==> src/hw/tech_defs.svh <==
// Constants of the surveillance command handler: codes, flag bits, offsets, timing.
// Assumes a 125 MHz core clock; included by bare name.
`ifndef TECH_DEFS_SVH
`define TECH_DEFS_SVH

`define TECH_CMD_FAST_READ 8'hb1
`define TECH_CMD_ON        8'ha2
`define TECH_CMD_OFF       8'ha3
`define TECH_CMD_FREEZE    8'ha4
`define TECH_CMD_ALARM     8'ha5
`define TECH_CMD_PROTECT   8'ha6
`define TECH_CMD_IDENT_WR  8'ha7

// Bit positions in the request flags byte
`define TECH_FLG_TWO_SUB   0
`define TECH_FLG_HIGH_RATE 1
`define TECH_FLG_INVENTORY 2
`define TECH_FLG_SELECT    4
`define TECH_FLG_ADDRESS   5
`define TECH_FLG_OPTION    6

`define TECH_RSP_FLAGS_OK  8'h00
`define TECH_RSP_FLAGS_ERR 8'h01
`define TECH_ERR_CODE      8'h0f
`define TECH_MASK_NONE     8'h00
`define TECH_MASK_BYTE     8'h08
`define TECH_MASK_WORD     8'h10

`define TECH_CRC_INIT      16'hffff
`define TECH_CRC_POLY      16'h8408

// Fixed alarm sequence, byte 0 in bits 7:0, each byte sent LSB first
`define TECH_SEQ 256'hef3772a512d19cf1b08baf6f869ada847649_82d23880b1e87f90a7d57062b32f

`define TECH_IDENT_RST     16'h0000

// APB register byte offsets and field positions
`define TECH_OFF_CTRL      8'h00
`define TECH_OFF_STATUS    8'h04
`define TECH_OFF_IDENT     8'h08
`define TECH_CTRL_PW_OK    0
`define TECH_ST_ON         0
`define TECH_ST_LOCK       1
`define TECH_ST_PROT_SURV  2
`define TECH_ST_PROT_AFI   3
`define TECH_ST_BUSY       4

// Reply turnaround after the reader's end of frame
`define TECH_CLK_MHZ       125
`define TECH_T1_NS         320900
`define TECH_T1_CYC        ((`TECH_T1_NS * `TECH_CLK_MHZ + 999) / 1000)

`endif

==> src/hw/tech_pkg.sv <==
// Types of the surveillance command handler.
// Assumes nothing beyond a SystemVerilog compiler.
package tech_pkg;
  typedef enum logic [1:0] {ST_IDLE, ST_WAIT_EOF, ST_TURN, ST_SEND} tech_state_e;
  typedef enum logic [1:0] {K_OK, K_ERR, K_IDENT, K_ALARM} tech_kind_e;
  typedef enum logic [1:0] {RATE_LOW, RATE_HIGH, RATE_FAST_LOW, RATE_FAST_HIGH} tech_rate_e;
  typedef enum logic [1:0] {PH_DATA, PH_CRC_LO, PH_CRC_HI} tech_phase_e;
endpackage

==> src/hw/tech_tx_if.sv <==
// Byte stream from the command handler to the reply framer.
// Assumes both ends run on the core clock.
`timescale 1ns/1ps
`default_nettype none
interface tech_tx_if;
  logic       valid;
  logic       ready;
  logic       last;
  logic [7:0] data;
  modport src (output valid, output last, output data, input ready);
  modport snk (input valid, input last, input data, output ready);
endinterface
`default_nettype wire

==> src/hw/tech_rsp_tx.sv <==
// Reply framer: passes flags and data bytes, then appends the CRC16 low byte first.
// Assumes the byte source holds valid, data and last until ready.
`timescale 1ns/1ps
`default_nettype none
`include "tech_defs.svh"
module tech_rsp_tx (
  input  wire logic       clk,
  input  wire logic       arst_n,
  tech_tx_if.snk          bus,
  input  wire logic       rsp_ready,
  output logic            rsp_valid,
  output logic [7:0]      rsp_data,
  output logic            rsp_last
);
  import tech_pkg::*;

  tech_phase_e ph_q;
  logic [15:0] crc_q;
  logic        free;

  function automatic logic [15:0] crc_byte(input logic [15:0] c, input logic [7:0] d);
    logic [15:0] r;
    r = c;
    for (int i = 0; i < 8; i++) begin
      if (r[0] ^ d[i]) begin
        r = (r >> 1) ^ `TECH_CRC_POLY;
      end else begin
        r = r >> 1;
      end
    end
    return r;
  endfunction

  assign free = !rsp_valid || rsp_ready;
  assign bus.ready = free && (ph_q == PH_DATA);

  ////////////////////////////////////////////////////////////////////////////
  always_ff @(posedge clk or negedge arst_n) begin
    if (!arst_n) begin
      ph_q      <= PH_DATA;
      crc_q     <= `TECH_CRC_INIT;
      rsp_valid <= 1'b0;
      rsp_data  <= 8'h00;
      rsp_last  <= 1'b0;
    end else if (free) begin
      case (ph_q)
        PH_DATA: begin
          rsp_valid <= bus.valid;
          rsp_last  <= 1'b0;
          if (bus.valid) begin
            rsp_data <= bus.data;
            crc_q    <= crc_byte(crc_q, bus.data);
            if (bus.last) begin
              ph_q <= PH_CRC_LO;
            end
          end
        end
        PH_CRC_LO: begin
          rsp_valid <= 1'b1;
          rsp_data  <= ~crc_q[7:0];
          ph_q      <= PH_CRC_HI;
        end
        default: begin
          rsp_valid <= 1'b1;
          rsp_data  <= ~crc_q[15:8];
          rsp_last  <= 1'b1;
          crc_q     <= `TECH_CRC_INIT;
          ph_q      <= PH_DATA;
        end
      endcase
    end
  end
endmodule
`default_nettype wire

==> src/hw/tech_handler.sv <==
// Surveillance command handler: decodes checked request frames, keeps the
// surveillance state, builds replies and starts the fast page read.
// Assumes an upstream frame decoder (CRC, UID and maker code already checked)
// and an outside page read engine that serves the fast read.
//
// Notes on behaviour
// - Fast page read starts normal page read engine
// - Fast read replies at doubled data rate
// - Uplink rate and turnaround stay unchanged
// - Fast read reply only single subcarrier
// - Enable command sets state unless locked
// - Disable command clears state unless locked
// - Freeze command locks state and identifier
// - Protected commands need accepted password first
// - Option bit either value accepted
// - Write commands use write reply timing
// - Reply flags, optional error code, CRC16
// - Plain alarm answers sequence when enabled
// - Masked alarm answers only on identifier match
// - Zero mask length returns stored identifier
// - Alarm reply flags, 256-bit sequence, CRC
// - No alarm reply when disabled or bad
// - Protection command needs accepted password
// - Option selects surveillance or AFI protection
// - Protection can never be switched off
// - Protection command timed as option clear
// - Identifier write stores request identifier
// - Request is flags, code, maker, UID, CRC
// - Silent on any transmission error
// - Unsupported or failed gives 0Fh when addressed
`timescale 1ns/1ps
`default_nettype none
`include "tech_defs.svh"
module tech_handler #(
  parameter logic [15:0] TURN_CYC = 16'(`TECH_T1_CYC)
) (
  input  wire logic          CORE_CLK,
  input  wire logic          ARST_N,
  input  wire logic          PSEL,
  input  wire logic          PENABLE,
  input  wire logic          PWRITE,
  input  wire logic [7:0]    PADDR,
  input  wire logic [31:0]   PWDATA,
  output logic [31:0]        PRDATA,
  output logic               PREADY,
  output logic               PSLVERR,
  input  wire logic          REQ_VALID,
  input  wire logic          REQ_ERR,
  input  wire logic [7:0]    REQ_FLAGS,
  input  wire logic [7:0]    REQ_CODE,
  input  wire logic [7:0]    REQ_MASK_LEN,
  input  wire logic [15:0]   REQ_IDENT,
  input  wire logic          REQ_EOF,
  output logic               FAST_GO,
  output tech_pkg::tech_rate_e RSP_RATE,
  output logic               RSP_VALID,
  output logic [7:0]         RSP_DATA,
  output logic               RSP_LAST,
  input  wire logic          RSP_READY,
  output logic               SURV_ON,
  output logic               AFI_PROTECTED,
  output logic               BUSY
);
  import tech_pkg::*;

  tech_tx_if tx_bus ();

  tech_state_e st_q;
  tech_kind_e  kind_q;
  tech_rate_e  rate_q;
  logic        surv_en_q;
  logic        lock_q;
  logic        prot_surv_q;
  logic        prot_afi_q;
  logic        pw_ok_q;
  logic [15:0] ident_q;
  logic [15:0] cnt_q;
  logic [5:0]  idx_q;
  logic        fast_q;
  logic [31:0] prdata_q;

  logic        accept;
  logic        opt;
  logic        addressed;
  logic        pw_need;
  logic        refused;
  logic        dec_reply;
  logic        dec_wait_eof;
  tech_kind_e  dec_kind;
  logic        dec_on;
  logic        dec_off;
  logic        dec_lock;
  logic        dec_prot_s;
  logic        dec_prot_a;
  logic        dec_ident;
  logic        dec_fast;
  logic [5:0]  last_idx;
  logic [8:0]  seq_pos;

  ////////////////////////////////////////////////////////////////////////////
  // APB slave, zero wait states

  assign PREADY  = 1'b1;
  assign PRDATA  = prdata_q;
  assign PSLVERR = PSEL && PENABLE && (PADDR != `TECH_OFF_CTRL)
                   && (PADDR != `TECH_OFF_STATUS) && (PADDR != `TECH_OFF_IDENT);

  // Read data is captured in the setup cycle so the access cycle completes at once
  always_ff @(posedge CORE_CLK or negedge ARST_N) begin
    if (!ARST_N) begin
      prdata_q <= 32'h0000_0000;
    end else if (PSEL && !PENABLE && !PWRITE) begin
      if (PADDR == `TECH_OFF_CTRL) begin
        prdata_q <= {31'h0000_0000, pw_ok_q};
      end else if (PADDR == `TECH_OFF_STATUS) begin
        prdata_q <= {27'h000_0000, BUSY, prot_afi_q, prot_surv_q, lock_q, surv_en_q};
      end else if (PADDR == `TECH_OFF_IDENT) begin
        prdata_q <= {16'h0000, ident_q};
      end else begin
        prdata_q <= 32'h0000_0000;
      end
    end
  end

  // Password acceptance is reported by the password firmware through this bit
  always_ff @(posedge CORE_CLK or negedge ARST_N) begin
    if (!ARST_N) begin
      pw_ok_q <= 1'b0;
    end else if (PSEL && PENABLE && PWRITE && (PADDR == `TECH_OFF_CTRL)) begin
      pw_ok_q <= PWDATA[`TECH_CTRL_PW_OK];
    end
  end

  ////////////////////////////////////////////////////////////////////////////
  // Request decode

  // Requests are dropped from acceptance until the last reply data byte enters the framer (CRC bytes may follow); the frame decoder sees BUSY
  assign accept    = REQ_VALID && !REQ_ERR && (st_q == ST_IDLE);
  assign opt       = REQ_FLAGS[`TECH_FLG_OPTION];
  assign addressed = (REQ_FLAGS[`TECH_FLG_ADDRESS] || REQ_FLAGS[`TECH_FLG_SELECT])
                     && !REQ_FLAGS[`TECH_FLG_INVENTORY];
  assign pw_need   = prot_surv_q && !pw_ok_q;

  always_comb begin
    dec_reply    = 1'b0;
    dec_wait_eof = 1'b0;
    dec_kind     = K_OK;
    dec_on       = 1'b0;
    dec_off      = 1'b0;
    dec_lock     = 1'b0;
    dec_prot_s   = 1'b0;
    dec_prot_a   = 1'b0;
    dec_ident    = 1'b0;
    dec_fast     = 1'b0;
    refused      = 1'b0;
    case (REQ_CODE)
      `TECH_CMD_ON, `TECH_CMD_OFF, `TECH_CMD_IDENT_WR: begin
        refused      = lock_q || pw_need;
        dec_on       = !refused && (REQ_CODE == `TECH_CMD_ON);
        dec_off      = !refused && (REQ_CODE == `TECH_CMD_OFF);
        dec_ident    = !refused && (REQ_CODE == `TECH_CMD_IDENT_WR);
        dec_reply    = !refused || addressed;
        dec_kind     = refused ? K_ERR : K_OK;
        dec_wait_eof = opt;
      end
      `TECH_CMD_FREEZE: begin
        refused      = pw_need;
        dec_lock     = !refused;
        dec_reply    = !refused || addressed;
        dec_kind     = refused ? K_ERR : K_OK;
        dec_wait_eof = opt;
      end
      `TECH_CMD_PROTECT: begin
        refused    = !pw_ok_q;
        dec_prot_s = !refused && !opt;
        dec_prot_a = !refused && opt;
        dec_reply  = !refused || addressed;
        dec_kind   = refused ? K_ERR : K_OK;
      end
      `TECH_CMD_ALARM: begin
        if (surv_en_q) begin
          if (!opt) begin
            dec_reply = 1'b1;
            dec_kind  = K_ALARM;
          end else if (REQ_MASK_LEN == `TECH_MASK_NONE) begin
            dec_reply = 1'b1;
            dec_kind  = K_IDENT;
          end else if (REQ_MASK_LEN == `TECH_MASK_BYTE) begin
            dec_reply = (REQ_IDENT[7:0] == ident_q[7:0]);
            dec_kind  = K_ALARM;
          end else if (REQ_MASK_LEN == `TECH_MASK_WORD) begin
            dec_reply = (REQ_IDENT == ident_q);
            dec_kind  = K_ALARM;
          end
        end
      end
      `TECH_CMD_FAST_READ: begin
        // Two-subcarrier request cannot be served and starts no page read; the inventory flag is not checked
        dec_fast = !REQ_FLAGS[`TECH_FLG_TWO_SUB];
      end
      default: begin
        dec_reply = addressed;
        dec_kind  = K_ERR;
      end
    endcase
  end

  ////////////////////////////////////////////////////////////////////////////
  // Surveillance state

  always_ff @(posedge CORE_CLK or negedge ARST_N) begin
    if (!ARST_N) begin
      surv_en_q <= 1'b0;
    end else if (accept && dec_on) begin
      surv_en_q <= 1'b1;
    end else if (accept && dec_off) begin
      surv_en_q <= 1'b0;
    end
  end

  // Lock and both protections only ever set: no path back exists
  always_ff @(posedge CORE_CLK or negedge ARST_N) begin
    if (!ARST_N) begin
      lock_q      <= 1'b0;
      prot_surv_q <= 1'b0;
      prot_afi_q  <= 1'b0;
    end else if (accept) begin
      lock_q      <= lock_q || dec_lock;
      prot_surv_q <= prot_surv_q || dec_prot_s;
      prot_afi_q  <= prot_afi_q || dec_prot_a;
    end
  end

  always_ff @(posedge CORE_CLK or negedge ARST_N) begin
    if (!ARST_N) begin
      ident_q <= `TECH_IDENT_RST;
    end else if (accept && dec_ident) begin
      ident_q <= REQ_IDENT;
    end
  end

  assign SURV_ON       = surv_en_q;
  assign AFI_PROTECTED = prot_afi_q;

  ////////////////////////////////////////////////////////////////////////////
  // Fast page read hand-off and reply rate

  always_ff @(posedge CORE_CLK or negedge ARST_N) begin
    if (!ARST_N) begin
      fast_q <= 1'b0;
      rate_q <= RATE_LOW;
    end else begin
      fast_q <= accept && dec_fast;
      if (accept) begin
        if (dec_fast) begin
          rate_q <= REQ_FLAGS[`TECH_FLG_HIGH_RATE] ? RATE_FAST_HIGH : RATE_FAST_LOW;
        end else begin
          rate_q <= REQ_FLAGS[`TECH_FLG_HIGH_RATE] ? RATE_HIGH : RATE_LOW;
        end
      end
    end
  end

  // The page engine keeps the normal uplink and turnaround; only its downlink doubles
  assign FAST_GO  = fast_q;
  assign RSP_RATE = rate_q;

  ////////////////////////////////////////////////////////////////////////////
  // Reply sequencer

  always_ff @(posedge CORE_CLK or negedge ARST_N) begin
    if (!ARST_N) begin
      st_q   <= ST_IDLE;
      kind_q <= K_OK;
      cnt_q  <= 16'h0000;
      idx_q  <= 6'h00;
    end else begin
      case (st_q)
        ST_IDLE: begin
          if (accept && dec_reply) begin
            kind_q <= dec_kind;
            cnt_q  <= TURN_CYC - 16'h0001;
            idx_q  <= 6'h00;
            st_q   <= dec_wait_eof ? ST_WAIT_EOF : ST_TURN;
          end
        end
        ST_WAIT_EOF: begin
          if (REQ_EOF) begin
            st_q <= ST_TURN;
          end
        end
        ST_TURN: begin
          if (cnt_q == 16'h0000) begin
            st_q <= ST_SEND;
          end else begin
            cnt_q <= cnt_q - 16'h0001;
          end
        end
        default: begin
          if (tx_bus.ready) begin
            if (idx_q == last_idx) begin
              st_q <= ST_IDLE;
            end else begin
              idx_q <= idx_q + 6'h01;
            end
          end
        end
      endcase
    end
  end

  always_comb begin
    case (kind_q)
      K_OK:    last_idx = 6'h00;
      K_ERR:   last_idx = 6'h01;
      K_IDENT: last_idx = 6'h02;
      default: last_idx = 6'h20;
    endcase
  end

  assign seq_pos = {6'(idx_q - 6'h01), 3'b000};

  always_comb begin
    tx_bus.data = `TECH_RSP_FLAGS_OK;
    if (idx_q != 6'h00) begin
      case (kind_q)
        K_ERR:   tx_bus.data = `TECH_ERR_CODE;
        K_IDENT: tx_bus.data = (idx_q == 6'h01) ? ident_q[7:0] : ident_q[15:8];
        default: tx_bus.data = 8'(`TECH_SEQ >> seq_pos);
      endcase
    end else if (kind_q == K_ERR) begin
      tx_bus.data = `TECH_RSP_FLAGS_ERR;
    end
  end

  assign tx_bus.valid = (st_q == ST_SEND);
  assign tx_bus.last  = (idx_q == last_idx);
  assign BUSY         = (st_q != ST_IDLE);

  tech_rsp_tx u_tx (
    .clk       (CORE_CLK),
    .arst_n    (ARST_N),
    .bus       (tx_bus.snk),
    .rsp_ready (RSP_READY),
    .rsp_valid (RSP_VALID),
    .rsp_data  (RSP_DATA),
    .rsp_last  (RSP_LAST)
  );
endmodule
`default_nettype wire

==> config.mk <==
export PLATFORM = sky130hd
export DESIGN_NAME = tech_handler
export DESIGN_NICKNAME = d
export VERILOG_FILES = /design/src/hw/tech_pkg.sv /design/src/hw/tech_tx_if.sv /design/src/hw/tech_rsp_tx.sv /design/src/hw/tech_handler.sv
export VERILOG_INCLUDE_DIRS = /design/src /design/src/hw
export SDC_FILE = /design/constraint.sdc
export NUM_CORES = 1
export LEC_CHECK = 0
export BUFFER_PORTS_ARGS = -buffer_cell sky130_fd_sc_hd__buf_2
export CAP_MARGIN = 30
export CORE_MARGIN = 2
export CORE_UTILIZATION = 25
export DETAILED_ROUTE_END_ITERATION = 7
export GPL_TIMING_DRIVEN = 0
export MAX_ROUTING_LAYER = met4
export PLACE_DENSITY_LB_ADDON = 0.3
export SYNTH_ARGS = -nofsm -noshare
export SYNTH_HDL_FRONTEND = slang
export SYNTH_SLANG_ARGS = --single-unit
==> constraint.sdc <==
create_clock -name CORE_CLK -period 9 [get_ports CORE_CLK]
set_clock_uncertainty 0.05 [all_clocks]
set_input_delay 0.9 -clock CORE_CLK [delete_from_list [all_inputs] [get_ports CORE_CLK]]
set_output_delay 0.9 -clock CORE_CLK [all_outputs]
set_load 0.02 [all_outputs]
==> results of run 1 <==
-- stage by stage --
step                hold WS, ns  std cells  power [mW]  worst slack [ns]  utilization
floorplan                0.4223        733       2.026             5.275            -
global placement         0.4085       1151       2.480             4.131       0.2909
detailed placement       0.4114       1152       2.484             4.180       0.2921
CTS                      0.4160       1168       2.927             4.152       0.3053
global route             0.4443       1170       3.163             3.670       0.3056
finish                   0.4189       1170       2.934             4.044       0.3056
-- Yosys cell counts, types with 11 or more instances --
library cell,number,share of area
dfrtp_1,78,0.30
nor2_1,58,0.034
nand2_1,56,0.033
a21oi_1,52,0.040
xnor2_1,43,0.059
o21ai_0,33,0.026
inv_1,30,0.017
clkbuf_1,28,0.016
nand3_1,20,0.016
ha_1,18,0.035
buf_4,17,0.020
mux2_2,17,0.030
nor3_1,17,0.013
or3_1,17,0.017
a22o_1,16,0.022
dfstp_2,16,0.065
o31ai_1,14,0.016
nor4_1,11,0.011
-- per-layer routing --
metal | wire [µm] | track usage
met3 | 732 | 0.01607
met4 | 378 | 0.06008
met5 | 0 | -
met2 | 8367 | 0.2216
met1 | 8730 | 0.1881
-- cells by family after synthesis --
kind of cell | share of synthesized area
AOI/OAI and AO/OA | 0.2121
xor gates and xnor gates | 0.08204
adders and majority gates | 0.03499
buffers and inverters | 0.06085
DFF | 0.3686
muxes | 0.04879
other | 0.001167
and+or+nand+nor | 0.1915
-- final timing paths --
check	from	end	slack, ns	cells after the start
setup / recovery	idx_q[0]	u_tx.crc_q[10]	4.04	14
hold / removal	ARST_N	u_tx.rsp_data[0]	0.42	1
setup reg to reg	idx_q[0]	u_tx.crc_q[10]	4.04	14
hold reg to reg	RSP_RATE[0]	RSP_RATE[0]	0.42	2
max in group asynchronous	ARST_N	idx_q[0]	7.81	2
min in group CORE_CLK	RSP_RATE[0]	RSP_RATE[0]	0.42	2
-- where the power goes --
group          switching, mW  leakage (nW)  internal (mW)
Combinational           1.08          2.00          0.756
Sequential             0.103          1.20          0.560
Clock                  0.173         0.162          0.259
-- final cells by class --
type / count / area (µm²)
Fill cell: 2722 / 17540
Multi-Input combinational cell: 556 / 3729
Sequential cell: 94 / 2372
Timing Repair Buffer: 90 / 475.5
Tap cell: 330 / 412.9
Buffer: 52 / 275.3
Clock buffer: 11 / 252.7
Inverter: 31 / 116.4
Clock inverter: 5 / 81.33
Antenna cell: 1 / 2.502
-- flip-flops by register name, summed over array words and instances (netlist names) --
| name | count |
|---|---|
| idx_q | 6 |
| st_q | 2 |
| pw_ok_q | 1 |
| AFI_PROTECTED | 1 |
| SURV_ON | 1 |
| u_tx.crc_q | 16 |
| u_tx.rsp_valid | 1 |
| lock_q | 1 |
| u_tx.ph_q | 2 |
| RSP_RATE | 2 |
| cnt_q | 16 |
| u_tx.rsp_data | 8 |
| PRDATA | 16 |
| u_tx.rsp_last | 1 |
| prot_surv_q | 1 |
| FAST_GO | 1 |
| ident_q | 16 |
| kind_q | 2 |
-- worst max-delay path, stage by stage (launching register included) --
cell and delay, ns:
dfrtp_1 0.53, clkbuf_1 0.31, inv_1 0.30, ha_1 0.41, inv_1 0.11, ha_1 0.28
clkbuf_1 0.29, nor2b_1 0.26, o32ai_1 0.12, a211oi_1 0.59, a2111oi_0 0.22, a311oi_1 0.58
and3b_1 0.28, or3_1 0.36, a31oi_1 0.18
==> results.ini, run 1 <==
[detailed_routing]
first_pass_iters = 4
ant_nets = 0
routed_wl_mm = 18.21
drc = 0
via_per_inst = 4.876
wire_per_inst_um = 15.56
drtIter0Drc = 450
dr_total_vias = 5705

[placed_design]
port_buffers = 88
dp_hpwl_mm = 13.84
dpl_cell_area_mm2 = 0.007376
place.gp.congestion = 0.8701

[timing]
timing.fmax_ghz = 0.2018
fin_crit_ns = 4.956
setup_viol = 0
worst_pin_slew_ns = 0.9683
finalSetupTns_ns = 0
drv_slew = 0
period_share = 0.5506
relSlewSlack = 0.3495
hold_viol = 0
rsz0062_at_grt = no

[clock_tree]
clockBufferDepth = 2
clk_pin_slew_ns = 0.07
root_buffer = clkbuf_16
htreeDepth = 3
tritoncts = built
cts.repair.resized = 0
cts_hold_buffers = 0
post_cts_buffers = 0
clock-sinks = 94
numCtsBuffers = 9
clk_latency_ns = 0.36

[cells_and_area]
syn2layout_area_growth_pct = 19.91
final_cell_mix = buf_2 (89), dfrtp_1 (78), nor2_1 (58), nand2_1 (56), a21oi_1 (52)
fin_nets = 941
drive_gt1_frac = 0.2062
final_common_cell = buf_2
final_cell_area_mm2 = 0.007717

[die]
dieHeight_um = 164.5
core_mm2 = 0.02525
start_util = 0.2549
die_w_um = 164.5
dieArea_mm2 = 0.02704
placementRows = 58
num_io_pins = 139

[global_routing]
grt_use_total = 0.1423
gr-total-overflow = 0
grt_pass1_wl_mm = 29.45
grt_pass1_vias = 5536
grt_max_degree = 67
antenna_found_initial = 1

[yosys]
yosys_warnings = 0
syn_area_mm2 = 0.006436
yosys_register_bits = 94
synth_cell_types = 74
avgSynthCellArea_um2 = 8.964
async_reset_ff_frac = 1.000
synth_enable_flop_cells = 0
synth_ff_type = dfrtp_1
ys_seq_area_frac = 0.3686
synthCells = 718

[pwr]
p_per_area_mw_per_mm2 = 380.1
ir_drop_mv = 0.1606
p_leak_nw = 3.363

[worst_setup_path]
path_class = register to register
worstPathRequired_ns = 9.24
cp.arrival_ns = 5.19
worstPathMaxFanout = 11
worst_setup_path_start_kind = register
endpoint_kind = register

[flow_run]
cap_violations = 0

[status]
status = finished clean

[hold_path]
hold_class = input port to async pin

Note: power is estimated with default switching activity, not from simulation.
==> run 2: changes to the inputs <==
--- a/config.mk
+++ b/config.mk
@@ -6,6 +6,7 @@
 export SDC_FILE = /design/constraint.sdc
 export NUM_CORES = 1
 export LEC_CHECK = 0
+export ABC_AREA = 1
 export BUFFER_PORTS_ARGS = -buffer_cell sky130_fd_sc_hd__buf_2
 export CAP_MARGIN = 30
 export CORE_MARGIN = 2
==> constraint.sdc (replaced) <==
create_clock -name CORE_CLK -period 4.1 [get_ports CORE_CLK]
set_clock_uncertainty 0.05 [all_clocks]
set_input_delay 0.41 -clock CORE_CLK [delete_from_list [all_inputs] [get_ports CORE_CLK]]
set_output_delay 0.41 -clock CORE_CLK [all_outputs]
set_load 0.02 [all_outputs]
==> results.ini, run 2 <==
[status]
status = finished clean

[die]
start_util = 0.2526
die_w_um = 168.5
dieArea_mm2 = 0.02841
core_mm2 = 0.02680
placementRows = 60
num_io_pins = 139
dieHeight_um = 168.5

[yosys]
ys_seq_area_frac = 0.3505
synth_area_leader_cell = dfrtp_1
synth_top_area_share = 0.2884
synth_enable_flop_cells = 0
yosys-top-cells-area = dfrtp_1 (29%), nand2_1 (15%), inv_1 (6.8%)
synthCells = 973
yosys_warnings = 0
yosys_register_bits = 94
avgSynthCellArea_um2 = 6.957
synth_ff_type = dfrtp_1
synth_cell_types = 51
synth.most_common_cell = nand2_1
syn_area_mm2 = 0.006769
yosys-top-cells-count = nand2_1 (267), inv_1 (123), nor2_1 (107)
async_reset_ff_frac = 1.000

[placed_design]
dp_hpwl_mm = 14.20
port_buffers = 88
dp_slack_ns = 0.6745
place.gp.congestion = 0.8198
post-place-cells = 1418

[detailed_routing]
first_pass_iters = 5
ant_nets = 0
dr_total_vias = 6419
wire_per_inst_um = 12.82
drtIter0Drc = 442
routed_wl_mm = 18.43
via_per_inst = 4.467
drc = 0

[worst_setup_path]
cp-startpoint = idx_q[0]
worst-path-buf-inv = 7
path_class = register to register
cp_cell_sequence = buf_6 -> inv_1 -> ha_1 -> inv_1 -> ha_1 -> inv_1 -> buf_2 -> ha_1 -> inv_1 -> nand3_1 -> nand3_1 -> nand2_1 -> nand2_1 -> nand2_1 -> nand2_1 -> nand2_1 -> nand2_1 -> nand2_1 -> nand2_1 -> nand2_1 -> nand3_1 -> nand2_1 -> inv_1
worstRegToRegCells = 23
cp.arrival_ns = 3.68
crit_top_cell = nand2_1
cp.depth = 23
regToRegStartpoint = idx_q[0]
cpMaxStageDelayCell = dfrtp_1
worstPathRequired_ns = 4.36
cp_top_family = simple AND/OR/NAND/NOR gates
worst_setup_path_start_kind = register
worstPathMaxFanout = 10
max_stage_delay_ns = 0.46
endpoint_kind = register

[hold_path]
hold_class = input port to register
hp-start = REQ_FLAGS[0]
holdPathStages = 2

[timing]
rsz0062_at_grt = no
drv_slew = 0
fin_crit_ns = 3.421
finalSetupTns_ns = 0
worst_pin_slew_ns = 0.9145
hold_viol = 0
setup_slack_ns = 0.6787
relSlewSlack = 0.3851
timing.fmax_ghz = 0.2923
period_share = 0.8345
setup_viol = 0

[clock_tree]
clk_pin_slew_ns = 0.07
clk_latency_ns = 0.36
clockBufferDepth = 2
root_buffer = clkbuf_16
numCtsBuffers = 9
cts.repair.resized = 0
htreeDepth = 3
post_cts_buffers = 0
clock-sinks = 94
tritoncts = built

[cells_and_area]
syn2layout_area_growth_pct = 19.32
postLayoutCoreUtil = 0.3014
drive_gt1_frac = 0.1856
stdcell_count = 1437
final_cell_mix = nand2_1 (267), inv_1 (123), nor2_1 (107), buf_2 (91), nand3_1 (85)
final_common_cell = nand2_1
fillers = 2904
fin_nets = 1196

[pwr]
ir_drop_mv = 0.2582
power_mw = 5.565
p_leak_nw = 4.153
p_per_area_mw_per_mm2 = 689.0

[global_routing]
gr-total-overflow = 0
grt_max_degree = 57
grt_pass1_wl_mm = 31.04
grt_pass1_vias = 6091
grt_use_total = 0.1387
antenna_found_initial = 2

[flow_run]
cap_violations = 0

run 2: cell types whose count changed in the layout (fill, tap and decap cells not counted), moves of 17 or more:
cell,delta
nand2_1,+211
clkbuf_1,-18
xnor2_1,-29
nand3_1,+65
nor2_1,+49
nand2_2,+18
or3_1,-17
inv_1,+93
run 2: cell type report:
cell class                      instances  area (µm²)  share of cell area
Tap cell                              341       426.7             0.05283
Timing Repair Buffer                   90       480.5             0.05949
Clock inverter                          7       113.9             0.01410
Clock buffer                            9       225.2             0.02789
Antenna cell                            2       5.005           0.0006197
Sequential cell                        94        2372              0.2937
Multi-Input combinational cell        725        3684              0.4561
Buffer                                 40       285.3             0.03532
Inverter                              129       484.2             0.05995
run 2: final timing paths:
kind | endpoint | slack (ns)
setup / recovery | u_tx.crc_q[9] | 0.68
hold / removal | FAST_GO | 0.18
setup reg to reg | u_tx.crc_q[9] | 0.68
hold reg to reg | RSP_RATE[0] | 0.43
max in group asynchronous | u_tx.crc_q[3] | 2.75
min in group asynchronous | u_tx.rsp_data[5] | 0.53
run 2: kinds of logic (layout without fill, tap and decap cells):
group           Yosys count  in the layout  share of synthesized area
compound gates          129            129                     0.1094
xor+xnor                 27             27                    0.03494
fa+ha+maj                18             18                    0.03327
flops                    94             94                     0.3505
mux                       3              3                   0.004990
simple gates            531            531                     0.3521
other cells               2             19                   0.001109
buf+inv                 169            275                     0.1137
run 2: worst reg2reg max path, cell delays in order, from the launching register on:
cell	delay, ns
dfrtp_1	0.46
buf_6	0.19
inv_1	0.21
ha_1	0.31
inv_1	0.10
ha_1	0.34
inv_1	0.14
buf_2	0.23
ha_1	0.26
inv_1	0.05
nand3_1	0.07
nand3_1	0.08
nand2_1	0.08
nand2_1	0.07
nand2_1	0.09
nand2_1	0.09
nand2_1	0.07
nand2_1	0.06
nand2_1	0.11
nand2_1	0.12
nand2_1	0.05
nand3_1	0.08
nand2_1	0.05
inv_1	0.04
run 2: layer usage:
layer | wire length [µm] | global-route usage | part of all wire | up-vias
met5 | 0 | - | 0 | -
li1 | - | - | - | 3313
met3 | 890 | 0.02806 | 0.048 | 15
met4 | 197 | 0.02961 | 0.011 | 0
met1 | 9258 | 0.1886 | 0.50 | 2937
met2 | 8078 | 0.2142 | 0.44 | 154
run 2: repair_timing:
action	CTS	global route
setup endpoints to repair	0	0
hold buffers	1	0
hold endpoints to repair	7	0
run 2: power by group:
part	leakage, nW	switching (mW)	internal [mW]
Combinational	2.85	2.13	1.08
Sequential	1.14	0.189	1.20
Clock	0.165	0.417	0.550
run 2: metrics by stage:
| stage | hold slack (ns) | cell area (µm²) |
|---|---|---|
| after global placement | 0.4104 | 7692 |
| after floorplan | 0.06441 | 6825 |
| after detailed placement | 0.3907 | 7722 |
| after CTS | 0.1634 | 8071 |
| after global routing | 0.1601 | 8077 |
| final | 0.1767 | 8077 |
